===== config.mk =====
export PLATFORM = sky130hd
export DESIGN_NAME = spi_port_buffered
export DESIGN_NICKNAME = d
export VERILOG_FILES = /design/src/spi_port_pkg.sv /design/src/spi_port_buffered.sv /design/src/spi_word_fifo.sv
export SDC_FILE = /design/constraint.sdc
export NUM_CORES = 1
export LEC_CHECK = 0
export ABC_AREA = 0
export BUFFER_PORTS_ARGS = -buffer_cell sky130_fd_sc_hd__buf_2
export CORE_ASPECT_RATIO = 1.75
export CORE_UTILIZATION = 32
export CTS_CLUSTER_DIAMETER = 30
export CTS_CLUSTER_SIZE = 10
export DETAILED_ROUTE_END_ITERATION = 7
export GPL_TIMING_DRIVEN = 0
export PLACE_DENSITY = 0.46
export SETUP_SLACK_MARGIN = 0.1
export SYNTH_ARGS = -nofsm -noshare
export SYNTH_HDL_FRONTEND = slang
export SYNTH_SLANG_ARGS = --single-unit

===== constraint.sdc =====
create_clock -name clk_sys -period 5 [get_ports clk_sys]
set_clock_uncertainty 0.2 [all_clocks]
set_input_delay 0.5 -clock clk_sys [delete_from_list [all_inputs] [get_ports clk_sys]]
set_output_delay 0.5 -clock clk_sys [all_outputs]
set_load 0.01 [all_outputs]

===== src/spi_port_pkg.sv =====
// Purpose: constants, field positions and types of the buffered serial port
// Assumes: 16-bit registers placed in the low half of 32-bit APB words
// Notes: every offset and bit position lives here, with the con1, con2 and mask reset values
package spi_port_pkg;
  // register byte offsets on the APB
  localparam logic [7:0] OFS_STAT = 8'h00;
  localparam logic [7:0] OFS_CON1 = 8'h04;
  localparam logic [7:0] OFS_CON2 = 8'h08;
  localparam logic [7:0] OFS_BUF = 8'h0C;
  localparam logic [7:0] OFS_ISTS = 8'h10;
  localparam logic [7:0] OFS_IMSK = 8'h14;
  // status/control field positions
  localparam int STAT_PORT_ON = 15;
  localparam int STAT_HALT_IDLE = 13;
  localparam int STAT_BEC_LO = 8;
  localparam int STAT_SHIFTER_EMPTY = 7;
  localparam int STAT_ROV = 6;
  localparam int STAT_RX_EMPTY = 5;
  localparam int STAT_IRQ_EVENT_SELECT_LO = 2;
  localparam int STAT_TBF = 1;
  localparam int STAT_RBF = 0;
  // control one field positions
  localparam int CON1_DISSCK = 12;
  localparam int CON1_DISSDO = 11;
  localparam int CON1_MODE16 = 10;
  localparam int CON1_SMP = 9;
  localparam int CON1_CKE = 8;
  localparam int CON1_SELECT_PIN_ENABLE = 7;
  localparam int CON1_CKP = 6;
  localparam int CON1_MASTER_ROLE_SELECT = 5;
  localparam int CON1_SPRE_LO = 2;
  localparam int CON1_PPRE_LO = 0;
  // control two field positions
  localparam int CON2_FRMEN = 15;
  localparam int CON2_FSD = 14;
  localparam int CON2_FPOL = 13;
  localparam int CON2_FE = 1;
  localparam int CON2_BEN = 0;
  // writable masks and reset values
  localparam logic [15:0] CON1_WMASK = 16'h1FFF;
  localparam logic [15:0] CON2_WMASK = 16'hE003;
  localparam logic [15:0] CON1_RST = 16'h0000;
  localparam logic [15:0] CON2_RST = 16'h0000;
  localparam logic [1:0] IMSK_RST = 2'h0;
  // interrupt status bits
  localparam int IRQ_EVT = 0;
  localparam int IRQ_ROV = 1;
  // buffer sizes
  localparam int FIFO_DEPTH_DOC = 8;
  localparam int WORD_W = 16;
  localparam int RX_3Q_LEVEL = 6;
  // interrupt event select codes
  localparam logic [2:0] SEL_TX_FULL = 3'h7;
  localparam logic [2:0] SEL_TX_EMPTY = 3'h6;
  localparam logic [2:0] SEL_TX_DONE = 3'h5;
  localparam logic [2:0] SEL_TX_SPACE = 3'h4;
  localparam logic [2:0] SEL_RX_FULL = 3'h3;
  localparam logic [2:0] SEL_RX_3Q = 3'h2;
  localparam logic [2:0] SEL_RX_AVAIL = 3'h1;
  localparam logic [2:0] SEL_RX_READ = 3'h0;
  // shift engine states
  typedef enum logic [1:0] {ST_IDLE, ST_LEAD, ST_RUN} eng_state_e;
  // half sck period in clk_sys cycles from the two prescalers
  function automatic logic [8:0] half_period(input logic [1:0] ppre, input logic [2:0] spre);
    logic [9:0] prim;
    logic [9:0] per;
    prim = (ppre == 2'h3) ? 10'h001 : (ppre == 2'h2) ? 10'h004 :
           (ppre == 2'h1) ? 10'h010 : 10'h040;
    per = prim * (10'h008 - {7'h00, spre});
    half_period = (per < 10'h002) ? 9'h001 : per[9:1];
  endfunction : half_period
endpackage : spi_port_pkg


===== src/spi_port_buffered.sv =====
// Purpose: buffered serial port, master or slave, standard or fifo mode
// Assumes: APB slave, link pins sampled by clk_sys through two flops
// Notes: sck period is prescale product of clk_sys cycles
// Notes on behaviour
// RL1: single buffer or eight-deep fifo modes
// RL2: framed protocol, four frame configurations
// RL3: two, three or four pin operation
// RL4: software avoids read-modify-write on data
// RL5: master starts shifting once data written
// RL6: software master setup order
// RL7: software slave setup order
// RL8: slave with edge select needs select
// RL9: fifo mode select bit picks depth
// RL10: port on gives pins to port
// RL11: overflow flag set, new word dropped
// RL12: element count pending or unread words
// RL13: shifter empty flag while idle
// RL14: rx fifo empty flag
// RL15: interrupt event select field
// RL16: tx full set on write, cleared load
// RL17: rx full set on receive, cleared read
//
// Implementation choices: the APB interface to the registers and the address map.
`timescale 1ns/10ps
`default_nettype none
module spi_port_buffered import spi_port_pkg::*; #(
  parameter int DEPTH = FIFO_DEPTH_DOC
) (
  input wire logic clk_sys, // system clock
  input wire logic reset_n, // async reset, active low
  input wire logic [7:0] paddr, // apb address
  input wire logic psel, // apb select
  input wire logic penable, // apb access phase
  input wire logic pwrite, // apb direction
  input wire logic [31:0] pwdata, // apb write data
  output logic [31:0] prdata, // apb read data
  output logic pready, // apb ready
  output logic pslverr, // apb error, unmapped
  input wire logic cpu_idle, // core idle request
  input wire logic sck_in, // shift clock pin in
  output logic sck_out, // shift clock pin out
  output logic sck_oe, // shift clock drive
  input wire logic sdi_in, // serial in pin
  output logic sdo_out, // serial out pin
  output logic sdo_oe, // serial out drive
  input wire logic ss_in, // select/frame pin in
  output logic ss_out, // select/frame pin out
  output logic ss_oe, // select/frame drive
  output logic irq // level interrupt
);
  localparam int CW = $clog2(DEPTH + 1);
  // pin synchronisers
  logic sck_s1_q, sck_s2_q, sck_s3_q, sdi_s1_q, sdi_s2_q, ss_s1_q, ss_s2_q;
  // software registers
  logic port_on_q, halt_q, rov_q; // status control bits
  logic [2:0] irq_event_select_q; // interrupt event select
  logic [15:0] con1_q, con2_q; // control registers
  logic [1:0] ists_q, imsk_q; // interrupt status and mask
  // apb flops
  logic pready_q, pslverr_q, irq_q;
  logic [31:0] prdata_q;
  // engine flops
  eng_state_e eng_q; // shift engine state
  logic [8:0] half_cnt_q; // half period counter
  logic [5:0] edge_cnt_q; // edges in word
  logic [15:0] tx_sr_q, rx_sr_q; // shifters
  logic sck_out_q, sdo_out_q, sck_oe_q, sdo_oe_q, ss_out_q, ss_oe_q;
  logic rx_push_q; // word ready for rx fifo
  logic [15:0] rx_word_q; // word to push
  // fifo wires
  logic tx_ready, tx_valid, rx_ready, rx_valid;
  logic tx_pop; // word taken by the engine
  logic [15:0] tx_data, rx_data;
  logic [CW-1:0] tx_count, rx_count, limit;
  // config decode
  logic master, ben, mode16, cke, ckp, sample_phase, select_pin_enable, frmen, fsd, fpol, fe;
  assign master = con1_q[CON1_MASTER_ROLE_SELECT];
  assign mode16 = con1_q[CON1_MODE16];
  assign cke = con1_q[CON1_CKE];
  assign ckp = con1_q[CON1_CKP];
  assign sample_phase = con1_q[CON1_SMP];
  assign select_pin_enable = con1_q[CON1_SELECT_PIN_ENABLE];
  assign ben = con2_q[CON2_BEN];
  assign frmen = con2_q[CON2_FRMEN];
  assign fsd = con2_q[CON2_FSD];
  assign fpol = con2_q[CON2_FPOL];
  assign fe = con2_q[CON2_FE];

  // two-flop pin synchronisers, third sck flop for edges
  always_ff @(posedge clk_sys or negedge reset_n) begin
    if (!reset_n) begin
      {sck_s1_q, sck_s2_q, sck_s3_q} <= 3'h0;
      {sdi_s1_q, sdi_s2_q, ss_s1_q, ss_s2_q} <= 4'hF;
    end else begin
      sck_s1_q <= sck_in;
      sck_s2_q <= sck_s1_q;
      sck_s3_q <= sck_s2_q;
      sdi_s1_q <= sdi_in;
      sdi_s2_q <= sdi_s1_q;
      ss_s1_q <= ss_in;
      ss_s2_q <= ss_s1_q;
    end
  end

  // apb decode
  logic setup, acc, wr_en, rd_buf, wr_buf, mapped;
  assign setup = psel && !penable;
  assign acc = psel && penable && pready_q;
  assign wr_en = acc && pwrite;
  assign wr_buf = wr_en && paddr == OFS_BUF;
  assign rd_buf = acc && !pwrite && paddr == OFS_BUF;
  assign mapped = paddr inside {OFS_STAT, OFS_CON1, OFS_CON2, OFS_BUF, OFS_ISTS, OFS_IMSK};

  // status word and read mux
  logic [15:0] stat_rd;
  logic [31:0] rd_mux;
  logic tbf, rbf, shifter_empty, halt_now;
  assign tbf = !tx_ready;
  assign rbf = rx_count >= limit;
  assign shifter_empty = eng_q == ST_IDLE;
  assign halt_now = halt_q && cpu_idle;
  always_comb begin
    stat_rd = 16'h0000;
    stat_rd[STAT_PORT_ON] = port_on_q;
    stat_rd[STAT_HALT_IDLE] = halt_q;
    // RL12 pending or unread count
    stat_rd[STAT_BEC_LO +: 3] = master ? tx_count[2:0] : rx_count[2:0];
    // RL13 shifter idle flag
    stat_rd[STAT_SHIFTER_EMPTY] = shifter_empty;
    stat_rd[STAT_ROV] = rov_q;
    // RL14 rx fifo empty
    stat_rd[STAT_RX_EMPTY] = !rx_valid;
    stat_rd[STAT_IRQ_EVENT_SELECT_LO +: 3] = irq_event_select_q;
    stat_rd[STAT_TBF] = tbf;
    stat_rd[STAT_RBF] = rbf;
    unique case (paddr)
      OFS_STAT: rd_mux = {16'h0000, stat_rd};
      OFS_CON1: rd_mux = {16'h0000, con1_q};
      OFS_CON2: rd_mux = {16'h0000, con2_q};
      OFS_BUF: rd_mux = {16'h0000, rx_data};
      OFS_ISTS: rd_mux = {30'h0, ists_q};
      OFS_IMSK: rd_mux = {30'h0, imsk_q};
      default: rd_mux = 32'h0000_0000;
    endcase
  end

  // apb answer, ready in the access cycle
  always_ff @(posedge clk_sys or negedge reset_n) begin
    if (!reset_n) begin
      pready_q <= 1'b0;
      pslverr_q <= 1'b0;
      prdata_q <= 32'h0000_0000;
    end else begin
      pready_q <= setup;
      pslverr_q <= setup && !mapped;
      if (setup && !pwrite) prdata_q <= rd_mux;
    end
  end

  // rx overflow, set wins over clear
  logic ovf_ev;
  assign ovf_ev = rx_push_q && !rx_ready;
  always_ff @(posedge clk_sys or negedge reset_n) begin
    if (!reset_n) rov_q <= 1'b0;
    // RL11 set on dropped word
    else if (ovf_ev) rov_q <= 1'b1;
    else if (wr_en && paddr == OFS_STAT && !pwdata[STAT_ROV]) rov_q <= 1'b0;
  end

  // control register writes
  always_ff @(posedge clk_sys or negedge reset_n) begin
    if (!reset_n) begin
      port_on_q <= 1'b0;
      halt_q <= 1'b0;
      irq_event_select_q <= 3'h0;
      con1_q <= CON1_RST;
      con2_q <= CON2_RST;
      imsk_q <= IMSK_RST;
    end else if (wr_en) begin
      unique case (paddr)
        OFS_STAT: begin
          port_on_q <= pwdata[STAT_PORT_ON];
          halt_q <= pwdata[STAT_HALT_IDLE];
          irq_event_select_q <= pwdata[STAT_IRQ_EVENT_SELECT_LO +: 3];
        end
        OFS_CON1: con1_q <= pwdata[15:0] & CON1_WMASK;
        OFS_CON2: con2_q <= pwdata[15:0] & CON2_WMASK;
        OFS_IMSK: imsk_q <= pwdata[1:0];
        default: ;
      endcase
    end
  end

  // interrupt event select
  logic evt;
  always_comb begin
    if (!ben) evt = rbf;
    else begin
      // RL15 event chosen by select field
      unique case (irq_event_select_q)
        SEL_TX_FULL: evt = tbf;
        SEL_TX_EMPTY: evt = !tx_valid && !shifter_empty;
        SEL_TX_DONE: evt = !tx_valid && shifter_empty;
        SEL_TX_SPACE: evt = tx_ready;
        SEL_RX_FULL: evt = rbf;
        SEL_RX_3Q: evt = rx_count >= CW'(RX_3Q_LEVEL);
        SEL_RX_AVAIL: evt = rx_valid;
        SEL_RX_READ: evt = !rx_valid;
      endcase
    end
  end

  // sticky interrupt status, write one clears, set wins
  always_ff @(posedge clk_sys or negedge reset_n) begin
    if (!reset_n) begin
      ists_q <= 2'h0;
      irq_q <= 1'b0;
    end else begin
      for (int i = 0; i < 2; i++) begin
        if ((i == IRQ_EVT && evt && port_on_q) || (i == IRQ_ROV && ovf_ev)) ists_q[i] <= 1'b1;
        else if (wr_en && paddr == OFS_ISTS && pwdata[i]) ists_q[i] <= 1'b0;
      end
      irq_q <= |(ists_q & imsk_q);
    end
  end

  // RL1 RL9 fifo mode picks depth
  assign limit = ben ? CW'(DEPTH) : CW'(1);
  spi_word_fifo #(.W(WORD_W), .D(DEPTH)) u_tx (
    .clk_sys(clk_sys), .reset_n(reset_n), .flush(!port_on_q), .limit(limit),
    .push_valid(wr_buf), .push_data(pwdata[15:0]), .push_ready(tx_ready),
    .pop_valid(tx_valid), .pop_ready(tx_pop), .pop_data(tx_data), .count(tx_count));
  spi_word_fifo #(.W(WORD_W), .D(DEPTH)) u_rx (
    .clk_sys(clk_sys), .reset_n(reset_n), .flush(!port_on_q), .limit(limit),
    .push_valid(rx_push_q), .push_data(rx_word_q), .push_ready(rx_ready),
    .pop_valid(rx_valid), .pop_ready(rd_buf), .pop_data(rx_data), .count(rx_count));

  // engine control terms
  logic start_word, frame_act, slave_sel, mtick, lead_ev, trail_ev, ev, done, abort;
  logic samp, chg, sample_lead;
  logic [5:0] total;
  logic [15:0] tx_shift, rx_new, load_word;
  assign total = mode16 ? 6'd32 : 6'd16;
  assign frame_act = ss_s2_q == fpol;
  // RL8 select pin gates slave
  assign slave_sel = !select_pin_enable || !ss_s2_q;
  always_comb begin
    start_word = 1'b0;
    if (port_on_q && eng_q == ST_IDLE && !halt_now) begin
      // RL5 master starts on written word
      if (master) start_word = tx_valid && (!(frmen && fsd) || frame_act);
      // RL2 framed slave waits for pulse
      else start_word = frmen ? frame_act : slave_sel;
    end
  end
  // RL16 word leaves tx buffer on load
  assign tx_pop = start_word && tx_valid;
  assign load_word = tx_valid ? tx_data : 16'h0000;
  assign abort = !master && !frmen && select_pin_enable && ss_s2_q && eng_q == ST_RUN;
  assign mtick = master && eng_q != ST_IDLE && half_cnt_q == 9'h000;
  always_comb begin
    if (master) begin
      lead_ev = mtick && eng_q == ST_RUN && sck_out_q == ckp;
      trail_ev = mtick && eng_q == ST_RUN && sck_out_q != ckp;
    end else begin
      lead_ev = eng_q == ST_RUN && sck_s2_q != sck_s3_q && sck_s3_q == ckp;
      trail_ev = eng_q == ST_RUN && sck_s2_q != sck_s3_q && sck_s3_q != ckp;
    end
  end
  assign ev = lead_ev || trail_ev;
  assign sample_lead = cke ? !(master && sample_phase) : 1'b0;
  assign samp = (lead_ev && sample_lead) || (trail_ev && !sample_lead);
  assign chg = cke ? trail_ev : (lead_ev && edge_cnt_q != 6'd0);
  assign tx_shift = {tx_sr_q[14:0], 1'b0};
  assign rx_new = samp ? {rx_sr_q[14:0], sdi_s2_q} : rx_sr_q;
  assign done = ev && edge_cnt_q == total - 6'd1;

  // msb of a word for the current width
  function automatic logic msb(input logic [15:0] w, input logic m16);
    msb = m16 ? w[15] : w[7];
  endfunction : msb

  // shift engine
  always_ff @(posedge clk_sys or negedge reset_n) begin
    if (!reset_n) begin
      eng_q <= ST_IDLE;
      half_cnt_q <= 9'h000;
      edge_cnt_q <= 6'd0;
      tx_sr_q <= 16'h0000;
      rx_sr_q <= 16'h0000;
      sck_out_q <= 1'b0;
      sdo_out_q <= 1'b0;
      rx_push_q <= 1'b0;
      rx_word_q <= 16'h0000;
    end else begin
      rx_push_q <= 1'b0;
      if (!port_on_q || abort) begin
        eng_q <= ST_IDLE;
        edge_cnt_q <= 6'd0;
        sck_out_q <= ckp;
      end else begin
        unique case (eng_q)
          ST_IDLE: begin
            sck_out_q <= ckp;
            if (start_word) begin
              tx_sr_q <= load_word;
              sdo_out_q <= msb(load_word, mode16);
              edge_cnt_q <= 6'd0;
              half_cnt_q <= half_period(con1_q[CON1_PPRE_LO +: 2], con1_q[CON1_SPRE_LO +: 3]) - 9'h001;
              // RL2 frame pulse precedes first clock
              eng_q <= (master && frmen && !fsd && !fe) ? ST_LEAD : ST_RUN;
            end
          end
          ST_LEAD: begin
            if (mtick) begin
              edge_cnt_q <= (edge_cnt_q == 6'd1) ? 6'd0 : edge_cnt_q + 6'd1;
              if (edge_cnt_q == 6'd1) eng_q <= ST_RUN;
            end
          end
          ST_RUN: begin
            if (mtick) sck_out_q <= !sck_out_q;
            rx_sr_q <= rx_new;
            if (chg) begin
              tx_sr_q <= tx_shift;
              sdo_out_q <= msb(tx_shift, mode16);
            end
            if (ev) edge_cnt_q <= edge_cnt_q + 6'd1;
            if (done) begin
              // RL17 word moves to rx buffer
              rx_push_q <= 1'b1;
              rx_word_q <= mode16 ? rx_new : {8'h00, rx_new[7:0]};
              eng_q <= ST_IDLE;
            end
          end
          default: eng_q <= ST_IDLE;
        endcase
        if (master && eng_q != ST_IDLE) begin
          half_cnt_q <= (half_cnt_q == 9'h000) ?
            half_period(con1_q[CON1_PPRE_LO +: 2], con1_q[CON1_SPRE_LO +: 3]) - 9'h001 :
            half_cnt_q - 9'h001;
        end
      end
    end
  end

  // pin ownership and frame pulse
  always_ff @(posedge clk_sys or negedge reset_n) begin
    if (!reset_n) begin
      {sck_oe_q, sdo_oe_q, ss_oe_q} <= 3'h0;
      ss_out_q <= 1'b1;
    end else begin
      // RL10 RL3 pins owned only when on
      sck_oe_q <= port_on_q && master && !con1_q[CON1_DISSCK];
      sdo_oe_q <= port_on_q && !con1_q[CON1_DISSDO];
      ss_oe_q <= port_on_q && frmen && !fsd;
      ss_out_q <= ((eng_q == ST_LEAD) || (fe && eng_q == ST_RUN && edge_cnt_q < 6'd2)) ? fpol : !fpol;
    end
  end

  assign prdata = prdata_q;
  assign pready = pready_q;
  assign pslverr = pslverr_q;
  assign sck_out = sck_out_q;
  assign sck_oe = sck_oe_q;
  assign sdo_out = sdo_out_q;
  assign sdo_oe = sdo_oe_q;
  assign ss_out = ss_out_q;
  assign ss_oe = ss_oe_q;
  assign irq = irq_q;
endmodule : spi_port_buffered
`default_nettype wire


===== src/spi_word_fifo.sv =====
// Purpose: word fifo with a run-time fill limit
// Assumes: limit never above DEPTH
// Notes: limit 1 gives the single-buffer behaviour
`timescale 1ns/10ps
`default_nettype none
module spi_word_fifo #(
  parameter int W = 16,
  parameter int D = 8,
  parameter int CW = $clog2(D + 1)
) (
  input wire logic clk_sys, // system clock
  input wire logic reset_n, // async reset, active low
  input wire logic flush, // empties the fifo
  input wire logic [CW-1:0] limit, // words allowed
  input wire logic push_valid, // write request
  input wire logic [W-1:0] push_data, // write word
  output logic push_ready, // room left
  output logic pop_valid, // word present
  input wire logic pop_ready, // read request
  output logic [W-1:0] pop_data, // oldest word
  output logic [CW-1:0] count // words held
);
  localparam int AW = (D > 1) ? $clog2(D) : 1;
  logic [W-1:0] mem_q [D]; // storage
  logic [AW-1:0] wr_q; // write index
  logic [AW-1:0] rd_q; // read index
  logic [CW-1:0] cnt_q; // fill level
  logic do_push; // accepted write
  logic do_pop; // accepted read

  // honest full and empty
  assign push_ready = cnt_q < limit;
  assign pop_valid = cnt_q != '0;
  assign pop_data = mem_q[rd_q];
  assign count = cnt_q;
  assign do_push = push_valid && push_ready && !flush;
  assign do_pop = pop_ready && pop_valid && !flush;

  // index wrap helper
  function automatic logic [AW-1:0] nxt(input logic [AW-1:0] i);
    nxt = (i == AW'(D - 1)) ? '0 : AW'(i + 1'b1);
  endfunction : nxt

  // pointers and level
  always_ff @(posedge clk_sys or negedge reset_n) begin
    if (!reset_n) begin
      wr_q <= '0;
      rd_q <= '0;
      cnt_q <= '0;
    end else if (flush) begin
      wr_q <= '0;
      rd_q <= '0;
      cnt_q <= '0;
    end else begin
      if (do_push) wr_q <= nxt(wr_q);
      if (do_pop) rd_q <= nxt(rd_q);
      cnt_q <= CW'(cnt_q + CW'(do_push) - CW'(do_pop));
    end
  end

  // storage write, no reset needed
  always_ff @(posedge clk_sys) begin
    if (do_push) mem_q[wr_q] <= push_data;
  end
endmodule : spi_word_fifo
`default_nettype wire

==> out/qor.tcl, run 1 <==
set qor(critPathKind) {reg2reg}
set qor(fin_hold_ws_ps) 37.37
set qor(tritoncts_clock_tree) {built}
set qor(hold_violations) 0
set qor(ant_nets) 0
set qor(max_cap_viol_count) 0
set qor(crit_path_end_kind) {flop}
set qor(grt.total_usage_pct) 17.47
set qor(place.detailed.hpwl_um) 34870
set qor(first_pass_iters) 4
set qor(syn_inst) 1226
set qor(netlist.top_cell.by_area) {edfxtp_1}
set qor(rsz0062_at_grt) {false}
set qor(antenna_found_initial) 2
set qor(initial_utilization_pct) 32.44
set qor(clkLatencyLatePin_ps) 600
set qor(synth.top_cells.by_area) {edfxtp_1 (43%), dfrtp_1 (20%), mux4_2 (8.1%)}
set qor(ctsRootBufferMaster) {clkbuf_16}
set qor(post_route_cells_drive_above_1_share_pct) 26.10
set qor(detail_route.wl_per_cell_um) 22.34
set qor(seqPwrFrac_pct) 40.2
set qor(grt.overflow.total) 0
set qor(cellInternalPower_w) 0.006932
set qor(synth_top_flop_cell) {edfxtp_1}
set qor(count_of_nets_after_finishing) 1489
set qor(yosysSeqAreaShare_pct) 63.24
set qor(postLayoutCoreUtil_pct) 40.10
set qor(core_outline_area_um2) 55200
set qor(grt_first_pass_wirelength_um) 72970
set qor(synth-async-reset-ratio_pct) 36.16
set qor(number_of_vias_in_the_routed_layout) 10890
set qor(detailedRoute.firstIterationViolations) 481
set qor(syn_area_um2) 17900
set qor(transition_time_of_the_tightest_slew_check_pin_ps) 1112
set qor(floorplan.die.height_um) 314.9
set qor(flow.area_growth_from_synthesis_pct) 23.62
set qor(vias_per_cell) 5.057
set qor(share_of_power_burned_in_the_clock_network_pct) 58.2
set qor(startpoint_type) {flop}
set qor(placementRows) 114
set qor(min_period_over_period_pct) 90.09
set qor(die_x_um) 180.8
set qor(final-setup-viol-count) 0
set qor(crit_arrival_ps) 4760
set qor(clkSinkCount) 401
set qor(detail_route.drc_violations) 0
set qor(buffer_ports.inserted) 55
set qor(first_global_vias) 11840
set qor(power.share.combinational_pct) 1.6
set qor(synth-seq-cells) 401
set qor(final.fill_count) 5188
set qor(synth_top_area_share_pct) 42.94
set qor(netlist-cell-type-count) 70
set qor(yosysWarningCount) 0
set qor(gp_routability_congestion) 0.8228
set qor(run_status) {complete, no violations}
set qor(pin_count_of_the_biggest_net_entering_global_routing) 74
set qor(detail_route.wirelength_um) 48090
set qor(synth_edf_count) 256
set qor(leakagePower_nw) 7.951
set qor(critPathRequiredTime_ps) 5260
set qor(power.net_switching_w) 0.001888
set qor(final.setup.tns_ps) 0
set qor(power.ir.vdd_worst_v) 0.0002730
set qor(fmax_ghz) 0.2220
set qor(layout_commonest_cell) {edfxtp_1}
set qor(swShare_pct) 21.40
set qor(power_per_cell_area_nw_per_um2) 398.5
set qor(numCtsBuffers) 74
set qor(critical_path.max_fanout) 7
set qor(syn_avg_cell_area_um2) 14.60
set qor(cts.clk_slew.worst_paths_ps) 50
set qor(boundaryPins) 90
set qor(finalWorstPathRequiredPeriod_ps) 4504
set qor(cts.htree.levels) 3
set qor(hold_path_class) {in2reg}
set qor(floorplan.die_area_um2) 56940
set qor(report.final.slew_viol_count) 0
set qor(mostFrequentLayoutCells) {edfxtp_1 (256), dfrtp_1 (140), clkbuf_16 (76)}
set qor(cts.path.max_buffers) 3
set qor(slew_headroom_pct) 24.80
## worst paths after layout
| kind | slack (ps) | from | endpoint | depth (start not counted) |
|---|---|---|---|---|
| hold reg to reg | 150 | sck_s1_q$_DFF_PN0_ | sck_s2_q$_DFF_PN0_ | 0 |
| max in group asynchronous | 3530 | reset_n | u_tx.wr_q[1]$_DFFE_PN0P_ | 3 |
| hold / removal | 40 | pwdata[7] | u_tx.mem_q[0][7]$_DFFE_PP_ | 1 |
| setup reg to reg | 500 | con1_q[4]$_DFFE_PN0P_ | half_cnt_q[8]$_DFFE_PN0P_ | 18 |
| setup / recovery | 500 | con1_q[4]$_DFFE_PN0P_ | half_cnt_q[8]$_DFFE_PN0P_ | 18 |
| min in group asynchronous | 260 | reset_n | sck_s1_q$_DFF_PN0_ | 2 |
## sequential cells by signal, indices dropped and copies added, names as in the netlist, 3 cells and up
name                cells
u_rx.rd_q               3
u_tx.wr_q               3
u_rx.wr_q               3
u_tx.count              4
tx_sr_q                15
u_tx.mem_q            128
u_tx.rd_q               3
u_rx.count              4
edge_cnt_q              6
half_cnt_q              9
u_rx.mem_q            128
rx_sr_q                16
con1_q                 13
prdata                 16
irq_event_select_q      3
con2_q                  5
rx_word_q              16
## cells in the mapped netlist, types with 8 or more instances
cell type and n:
nand2_1 75, mux4_2 64, nor3_1 13, ha_1 40
nor3b_1 9, nand2b_1 20, or3_1 11, dfrtp_1 140
inv_1 42, clkbuf_1 45, nor4_1 9, o22ai_1 13
xor2_1 10, a22o_1 14, buf_4 17, buf_2 8
and2_1 10, nor2b_1 8, nand3_1 15, mux2_2 55
o21ai_0 66, mux2i_1 71, a21oi_1 28, edfxtp_1 256
nor2_1 71
## worst max-delay path, cell delays in order (launching register included)
cell and delay, ps:
dfrtp_1 420, or3_1 380, clkbuf_1 180, nor2_1 130
ha_1 180, fa_1 480, ha_1 220, clkbuf_1 170
and2_1 200, a21o_1 180, a311oi_4 360, or3_1 230
nor2_1 90, nor2_1 100, ha_1 180, nand2_1 110
nor4_1 290, xor2_1 180, o21ai_0 80
## per-stage QoR
stage | std cells | setup slack (ps) | cell area, µm² | power (W)
after floorplan | 1241 | 885.6 | 17960 | 0.003660
after global placement | 1992 | -987.2 | 19110 | 0.003742
after detailed placement | 2011 | 159.5 | 19470 | 0.003748
after CTS | 2152 | 139.9 | 22110 | 0.008933
after global routing | 2153 | 136.5 | 22130 | 0.009093
final | 2153 | 495.6 | 22130 | 0.008820
## logic make-up after synthesis
group | Yosys count | share of synthesized area (%)
flops | 401 | 63.24
xor+xnor | 19 | 1.083
mux | 190 | 15.48
other cells | 1 | 0.02094
simple gates | 272 | 7.596
compound gates | 179 | 6.415
fa+ha+maj | 44 | 3.243
buf+inv | 120 | 2.928
## power groups by stage
| stage | registers, W | clock network (W) | logic [W] |
|---|---|---|---|
| 6_report | 0.00355 | 0.00513 | 0.000143 |
| 5_1_grt | 0.00354 | 0.00539 | 0.000159 |
| 4_1_cts | 0.00354 | 0.00524 | 0.000146 |
| 3_5_place_dp | 0.00361 | 0 | 0.000143 |
| 3_3_place_gp | 0.00361 | 0 | 0.000137 |
| 2_1_floorplan | 0.00360 | 0 | 0.0000563 |
## metal layers
| metal | global-route usage, % | part of all wire (%) | vias up |
|---|---|---|---|
| li1 | - | - | 4993 |
| met1 | 17.43 | 36 | 5600 |
| met2 | 34.92 | 58 | 212 |
| met3 | 2.726 | 3.4 | 81 |
| met4 | 7.712 | 3.1 | 2 |
| met5 | 0 | 0.027 | - |
## cell type report
class,instances,area (µm²),area share [%]
flip-flops and latches,401,11320,51.15
multi-input cells,720,6188,27.96
clock buffers,86,1949,8.807
well taps,696,870.8,3.934
clock inverters,50,638.1,2.883
repair buffers,79,635.6,2.872
plain buffers,77,365.4,1.651
inverters,43,161.4,0.7292
diodes,1,2.502,0.01131
## what timing repair did
item                       in CTS  in global routing
setup buffers                   0                  0
gates resized for setup         0                  8
hold endpoints to repair       78                  0
hold buffers                    5                  0
setup endpoints to repair       0                  5
No activity file was read; power rests on OpenSTA's default activity.
==> inputs of run 2 (changes only) <==
Settings changed: PLACE_DENSITY 0.46 to not set, REMOVE_ABC_BUFFERS set to 1.
==> run 2 against run 1 <==
Against the previous run:
- critical path depth stayed put
- maximum frequency grew 0.15%
- critical endpoint unchanged
- die area unchanged
- setup slack improved by 6.6 ps
- non-clock buffer count down 69
- sequential power about the same
- power fell by 9.8%
- worst hold slack got worse by 12 ps
- largest cell class unchanged
==> out/qor.tcl, run 2 (synthesis results as in run 1) <==
set qor(endpoint_worst_hold) {u_tx.mem_q[7][5]$_DFFE_PP_} ;# was u_tx.mem_q[0][7]$_DFFE_PP_
set qor(tritoncts_clock_tree) {built} ;# unchanged
set qor(cts.htree.levels) 3 ;# unchanged
set qor(mostFrequentLayoutCells) {edfxtp_1 (256), dfrtp_1 (136), nand2_1 (75)} ;# was edfxtp_1 (256), dfrtp_1 (140), clkbuf_16 (76)
set qor(report.final.slew_viol_count) 0 ;# unchanged
set qor(critPathKind) {reg2reg} ;# unchanged
set qor(crit_arrival_ps) 4750 ;# was 4760 ps
set qor(clkLatencyLatePin_ps) 590 ;# was 600 ps
set qor(crit_path_max_incr_delay_ps) 500 ;# was 480 ps
set qor(first_global_vias) 11430 ;# was 11840
set qor(leakagePower_nw) 7.573 ;# was 7.951 nW
set qor(die_x_um) 180.8 ;# unchanged
set qor(floorplan.die_area_um2) 56940 ;# unchanged
set qor(placementRows) 114 ;# unchanged
set qor(min_path_cells) 1 ;# unchanged
set qor(postCtsSetupBuffers) 0 ;# unchanged
set qor(numCtsBuffers) 66 ;# was 74
set qor(hold_violations) 0 ;# unchanged
set qor(final.fill_count) 5042 ;# was 5188
set qor(ff2ff_setup_slack_ps) 500 ;# about the same
set qor(first_pass_iters) 7 ;# was 4
set qor(transition_time_of_the_tightest_slew_check_pin_ps) 1294 ;# was 1112 ps
set qor(largest_registers) {u_rx.mem_q (128), u_tx.mem_q (128)} ;# unchanged
set qor(final-setup-viol-count) 0 ;# unchanged
set qor(detailedRoute.firstIterationViolations) 534 ;# was 481
set qor(series_of_cell_instances_along_the_critical_path) {inv_1 > ha_1 > inv_1 > nor2_1 > ha_1 > fa_1 > ha_1 > and2_1 > a21o_1 > a311oi_2 > or3_1 > nor2_1 > nor2_1 > ha_1 > nand2_1 > nor4_1 > xor2_1 > o21ai_0} ;# was or3_1 > clkbuf_1 > nor2_1 > ha_1 > fa_1 > ha_1 > clkbuf_1 > and2_1 > a21o_1 > a311oi_4 > or3_1 > nor2_1 > nor2_1 > ha_1 > nand2_1 > nor4_1 > xor2_1 > o21ai_0
set qor(worst_path_most_repeated_cell) {ha_1}
set qor(rr_worst_depth) 18 ;# unchanged
set qor(worst_slack_placed_ps) 284.3 ;# was 159.5 ps
set qor(power_per_cell_area_nw_per_um2) 371.4 ;# was 398.5 nW/µm²
set qor(crit-reg2reg-launch) {con1_q[2]$_DFFE_PN0P_} ;# was con1_q[4]$_DFFE_PN0P_
set qor(ant_nets) 0 ;# unchanged
set qor(grt.overflow.total) 0 ;# unchanged
set qor(initial_utilization_pct) 32.44 ;# unchanged
set qor(antenna_found_initial) 0 ;# was 2
set qor(finalWorstPathRequiredPeriod_ps) 4498 ;# was 4504 ps
set qor(timing.hold.worst.start) {pwdata[5]} ;# was pwdata[7]
set qor(cp_slowest_cell) {fa_1} ;# unchanged
set qor(cts.clk_slew.worst_paths_ps) 50 ;# about the same
set qor(pin_count_of_the_biggest_net_entering_global_routing) 81 ;# was 74
set qor(gp_routability_congestion) 0.8748 ;# was 0.8228
set qor(floorplan.die.height_um) 314.9 ;# unchanged
set qor(clkSinkCount) 401 ;# unchanged
set qor(reg2reg_to) {half_cnt_q[8]$_DFFE_PN0P_} ;# unchanged
set qor(critical_path.max_fanout) 7 ;# unchanged
set qor(detail_route.wirelength_um) 42320 ;# was 48090 µm
set qor(layout.area.seq_um2) 11330 ;# was 11320 µm²
set qor(power.ir.vdd_worst_v) 0.0002208 ;# was 0.0002730 V
set qor(core_outline_area_um2) 55200 ;# unchanged
set qor(detail_route.drc_violations) 0 ;# unchanged
set qor(finalWorstSetupSlack_ps) 502.3 ;# was 495.6 ps
set qor(rsz0062_at_grt) {false} ;# unchanged
set qor(run_status) {complete, no violations} ;# unchanged
set qor(min_period_over_period_pct) 89.95 ;# was 90.09%
set qor(hold_path_class) {in2reg} ;# unchanged
set qor(vias_per_cell) 5.126 ;# was 5.057
set qor(numPlacedInstances) 1940 ;# was 2011
set qor(number_of_vias_in_the_routed_layout) 10600 ;# was 10890
set qor(final.setup.tns_ps) 0 ;# unchanged
set qor(slew_headroom_pct) 12.52 ;# was 24.80%
set qor(multi_input_gate_area_in_the_final_layout_um2) 6195 ;# was 6188 µm²
set qor(count_of_nets_after_finishing) 1412 ;# was 1489
set qor(boundaryPins) 90 ;# unchanged
set qor(fmax_ghz) 0.2223 ;# was 0.2220 GHz
set qor(post_route_cells_drive_above_1_share_pct) 25.15 ;# was 26.10%
set qor(startpoint_type) {flop} ;# unchanged
set qor(cts.path.max_buffers) 3 ;# unchanged
set qor(detail_route.wl_per_cell_um) 20.47 ;# was 22.34 µm
set qor(buffer_ports.inserted) 57 ;# was 55
set qor(finalNonFillerCells) 2068 ;# was 2153
set qor(layout_commonest_cell) {edfxtp_1} ;# unchanged
set qor(critPathRequiredTime_ps) 5250 ;# was 5260 ps
set qor(max_cap_viol_count) 0 ;# unchanged
set qor(ctsRootBufferMaster) {clkbuf_16} ;# unchanged
set qor(place.detailed.hpwl_um) 29600 ;# was 34870 µm
set qor(antenna_cells) 0 ;# was 1
set qor(grt_first_pass_wirelength_um) 65410 ;# was 72970 µm
set qor(flow.area_growth_from_synthesis_pct) 19.57 ;# was 23.62%
set qor(grt.total_usage_pct) 15.33 ;# was 17.47%
set qor(crit_path_end_kind) {flop} ;# unchanged
==> run 2: cell types whose count changed in the layout (fill, tap and decap cells not counted), moves of 4 or more <==
cell,change
clkbuf_16,-8
buf_4,-16
dfrtp_1,-4
clkbuf_1,-40
dfrtp_2,+4
bufinv_16,-7
clkinvlp_4,-4
buf_1,-7
buf_2,-6
==> run 2: repair_timing <==
action,4_1_cts,5_1_grt
hold buffers,7,0
gates resized for setup,0,2
setup endpoints to repair,0,11
hold endpoints to repair,84,0
==> run 2: how the worst max path moves through the flow <==
stage	depth (start not counted)	slack [ps]	from	end
finish	18	500	con1_q[2]$_DFFE_PN0P_	half_cnt_q[8]$_DFFE_PN0P_
global route	17	180	con1_q[2]$_DFFE_PN0P_	half_cnt_q[8]$_DFFE_PN0P_
CTS	18	290	con1_q[2]$_DFFE_PN0P_	half_cnt_q[8]$_DFFE_PN0P_
detailed placement	18	280	con1_q[2]$_DFFE_PN0P_	half_cnt_q[8]$_DFFE_PN0P_
global placement	7	-560	paddr[5]	u_tx.mem_q[0][3]$_DFFE_PP_
floorplan	16	1000	con1_q[4]$_DFFE_PN0P_	half_cnt_q[8]$_DFFE_PN0P_
==> run 2: report_power, final <==
| part | leakage [nW] | total (W) | internal [W] | switching (W) |
|---|---|---|---|---|
| Sequential | 3.98 | 0.00355 | 0.00353 | 0.0000118 |
| Combinational | 2.57 | 0.000126 | 0.0000375 | 0.0000883 |
| Clock | 1.02 | 0.00428 | 0.00270 | 0.00158 |
| Total | 7.57 | 0.00795 | 0.00627 | 0.00168 |
==> run 2: critical path, delay by kind of cell (launching register included) <==
kind                       cells  cell delay (ps)
adders and majority gates      5             1550
and+or+nand+nor                7             1120
AOI/OAI and AO/OA              3              690
DFF                            1              400
buffers and inverters          2              220
xor gates and xnor gates       1              190
==> run 2: stage by stage <==
stage / util, % / power (W) / cell area [µm²] / hold WS, ps
finish: 38.78 / 0.007952 / 21410 / 25.34
detailed placement: 34.77 / 0.003730 / 19190 / 147.2
global route: 38.78 / 0.008187 / 21410 / 32.99
global placement: 33.97 / 0.003721 / 18750 / 146.2
floorplan: - / 0.003644 / 17600 / 4.409
CTS: 38.76 / 0.008029 / 21390 / 9.232
==> run 2: per-layer routing <==
layer	track usage, %	routed length, µm
met5	0	0
met4	9.188	1892
met3	2.784	1734
met2	28.82	23340
met1	15.66	15350
==> run 2: cell type report <==
class                   instances  share of cell area, %
clock buffers                  82                  8.288
well taps                     696                  4.068
inverters                      43                 0.7539
multi-input cells             720                  28.94
clock inverters                39                  1.660
repair buffers                 87                  3.384
flip-flops and latches        401                  52.91
==> inputs of run 3 (changes only) <==
==> constraint.sdc (replaced) <==
create_clock -name clk_sys -period 5 [get_ports clk_sys]
set_clock_uncertainty 0.2 [all_clocks]
set_input_delay 0.75 -clock clk_sys [delete_from_list [all_inputs] [get_ports clk_sys]]
set_output_delay 0.75 -clock clk_sys [all_outputs]
set_load 0.01 [all_outputs]
==> run 3 against run 2 <==
Against the previous run:
- clock-buffer cell count unchanged
- sequential share of layout area up 0.15 points
- wire length about the same
- cell area down 0.28%
- global-route usage about the same
- die area unchanged
- core utilization down 0.11 points
==> out/qor.tcl, run 3 (synthesis results as in run 1) <==
set qor(run_status) {complete, no violations} ;# unchanged
set qor(first_pass_iters) 5 ;# was 7
set qor(top_metal_layer_carrying_routed_signals) {met4} ;# unchanged
set qor(floorplan.die.height_um) 314.9 ;# unchanged
set qor(clkLatencyLatePin_ps) 590 ;# about the same
set qor(crit_arrival_ps) 4750 ;# about the same
set qor(detail_route.wl_per_cell_um) 20.51 ;# was 20.47 µm
set qor(critPathRequiredTime_ps) 5250 ;# about the same
set qor(vias_per_cell) 5.129 ;# was 5.126
set qor(transition_time_of_the_tightest_slew_check_pin_ps) 1264 ;# was 1294 ps
set qor(hold_violations) 0 ;# unchanged
set qor(antenna_cells) 0 ;# unchanged
set qor(wl_met3_um) 1724 ;# was 1734 µm
set qor(cts.path.max_buffers) 3 ;# unchanged
set qor(ff2ff_setup_slack_ps) 500 ;# about the same
set qor(boundaryPins) 90 ;# unchanged
set qor(max_cap_viol_count) 0 ;# unchanged
set qor(flow.area_growth_from_synthesis_pct) 19.23 ;# was 19.57%
set qor(hold_path_class) {in2reg} ;# unchanged
set qor(report.final.slew_viol_count) 0 ;# unchanged
set qor(tritoncts_clock_tree) {built} ;# unchanged
set qor(slew_headroom_pct) 15.75 ;# was 12.52%
set qor(cts.htree.levels) 3 ;# unchanged
set qor(routedLengthMet1_um) 15400 ;# was 15350 µm
set qor(pin_count_of_the_biggest_net_entering_global_routing) 81 ;# unchanged
set qor(clkSinkCount) 401 ;# unchanged
set qor(grt.overflow.total) 0 ;# unchanged
set qor(placementRows) 114 ;# unchanged
set qor(detail_route.wirelength_um) 42290 ;# was 42320 µm
set qor(first_global_vias) 11410 ;# was 11430
set qor(detailedRoute.firstIterationViolations) 507 ;# was 534
set qor(core_outline_area_um2) 55200 ;# unchanged
set qor(ant_nets) 0 ;# unchanged
set qor(number_of_vias_in_the_routed_layout) 10580 ;# was 10600
set qor(critPathKind) {reg2reg} ;# unchanged
set qor(total_power_w) 0.007950 ;# was 0.007952 W
set qor(ctsRootBufferMaster) {clkbuf_16} ;# unchanged
set qor(place.detailed.hpwl_um) 29600 ;# unchanged
set qor(power_per_cell_area_nw_per_um2) 372.4 ;# was 371.4 nW/µm²
set qor(grt.total_usage_pct) 15.33 ;# about the same
set qor(final.setup.tns_ps) 0 ;# unchanged
set qor(antenna_found_initial) 0 ;# unchanged
set qor(finalNonFillerCells) 2062 ;# was 2068
set qor(power.ir.vdd_worst_v) 0.0002201 ;# was 0.0002208 V
set qor(grt_first_pass_wirelength_um) 65420 ;# was 65410 µm
set qor(gp_routability_congestion) 0.8748 ;# unchanged
set qor(rsz0062_at_grt) {false} ;# unchanged
set qor(buffer_ports.inserted) 57 ;# unchanged
set qor(fin_area_um2) 21350 ;# was 21410 µm²
set qor(crit_path_end_kind) {flop} ;# unchanged
set qor(floorplan.die_area_um2) 56940 ;# unchanged
set qor(final.fill_count) 5048 ;# was 5042
set qor(leakagePower_nw) 7.548 ;# was 7.573 nW
set qor(finalWorstPathRequiredPeriod_ps) 4498 ;# about the same
set qor(layout_commonest_cell) {edfxtp_1} ;# unchanged
set qor(fin_hold_ws_ps) 70.10 ;# was 25.34 ps
set qor(numCtsBuffers) 66 ;# unchanged
set qor(min_period_over_period_pct) 89.97 ;# was 89.95%
set qor(die_x_um) 180.8 ;# unchanged
set qor(post_route_cells_drive_above_1_share_pct) 25.26 ;# was 25.15%
set qor(critical_path.max_fanout) 7 ;# unchanged
set qor(numPlacedInstances) 1940 ;# unchanged
set qor(met2WireLength_um) 23330 ;# was 23340 µm
set qor(final-setup-viol-count) 0 ;# unchanged
set qor(placedInstanceArea_um2) 19190 ;# unchanged
set qor(cts.clk_slew.worst_paths_ps) 50 ;# about the same
set qor(startpoint_type) {flop} ;# unchanged
set qor(mostFrequentLayoutCells) {edfxtp_1 (256), dfrtp_1 (136), nand2_1 (75)} ;# unchanged
set qor(count_of_nets_after_finishing) 1406 ;# was 1412
set qor(largest_registers) {u_rx.mem_q (128), u_tx.mem_q (128)} ;# unchanged
set qor(initial_utilization_pct) 32.44 ;# unchanged
set qor(detail_route.drc_violations) 0 ;# unchanged
set qor(fmax_ghz) 0.2223 ;# about the same
==> run 3: worst paths after layout <==
| check | end | depth (start not counted) | from |
|---|---|---|---|
| worst max-delay path | half_cnt_q[8]$_DFFE_PN0P_ | 16 | con1_q[4]$_DFFE_PN0P_ |
| worst min-delay path | sdi_s1_q$_DFF_PN1_ | 1 | sdi_in |
| worst max register to register | half_cnt_q[8]$_DFFE_PN0P_ | 16 | con1_q[4]$_DFFE_PN0P_ |
| worst min register to register | sdi_s2_q$_DFF_PN1_ | 0 | sdi_s1_q$_DFF_PN1_ |
| max in group asynchronous | u_rx.rd_q[1]$_DFFE_PN0P_ | 3 | reset_n |
| min in group asynchronous | half_cnt_q[1]$_DFFE_PN0P_ | 2 | reset_n |
==> run 3: per-layer routing <==
layer  track usage [%]  up-vias
li1                  -     4814
met1             15.67     5404
met2             28.81      262
met3             2.795       96
met4             9.188        0
met5                 0        -
==> run 3: metrics by stage <==
step | setup slack [ps] | util [%]
after floorplan | 998.2 | -
final | 501.6 | 38.67
after global placement | -809.6 | 33.97
after CTS | 293.2 | 38.65
after global routing | 183.1 | 38.67
after detailed placement | 284.3 | 34.77
==> run 3: cell type report <==
cell class / instances / area [µm²] / share of cell area (%)
clock buffer: 82 / 1774 / 8.311
clock inverter: 39 / 355.3 / 1.665
inverter: 43 / 161.4 / 0.7561
multi-input combinational: 720 / 6195 / 29.02
sequential: 401 / 11330 / 53.06
tap: 696 / 870.8 / 4.079
timing repair buffer: 81 / 664.4 / 3.112
==> run 3: worst max-delay path, stage by stage (launching register included) <==
cell,delay [ps]
dfrtp_1,420
or3_1,500
nor2_1,150
ha_1,180
fa_1,460
ha_1,320
and2_1,200
a21o_1,160
a311oi_2,450
or3_1,260
nor2_1,100
nor2_1,100
ha_1,180
nand2_1,110
nor4_1,290
xor2_1,190
o21ai_0,80
==> run 3: power breakdown <==
| part | total (W) | switching (W) | internal, W |
|---|---|---|---|
| clock network | 0.00428 | 0.00158 | 0.00270 |
| registers | 0.00355 | 0.0000119 | 0.00353 |
| logic | 0.000122 | 0.0000880 | 0.0000344 |
| total | 0.00795 | 0.00168 | 0.00627 |
==> run 3: timing repair <==
item	CTS	global route
endpoints found under the hold margin	2	0
buffers inserted	0	0
gates resized for setup	0	2
setup endpoints to repair	0	11
hold buffers	1	0
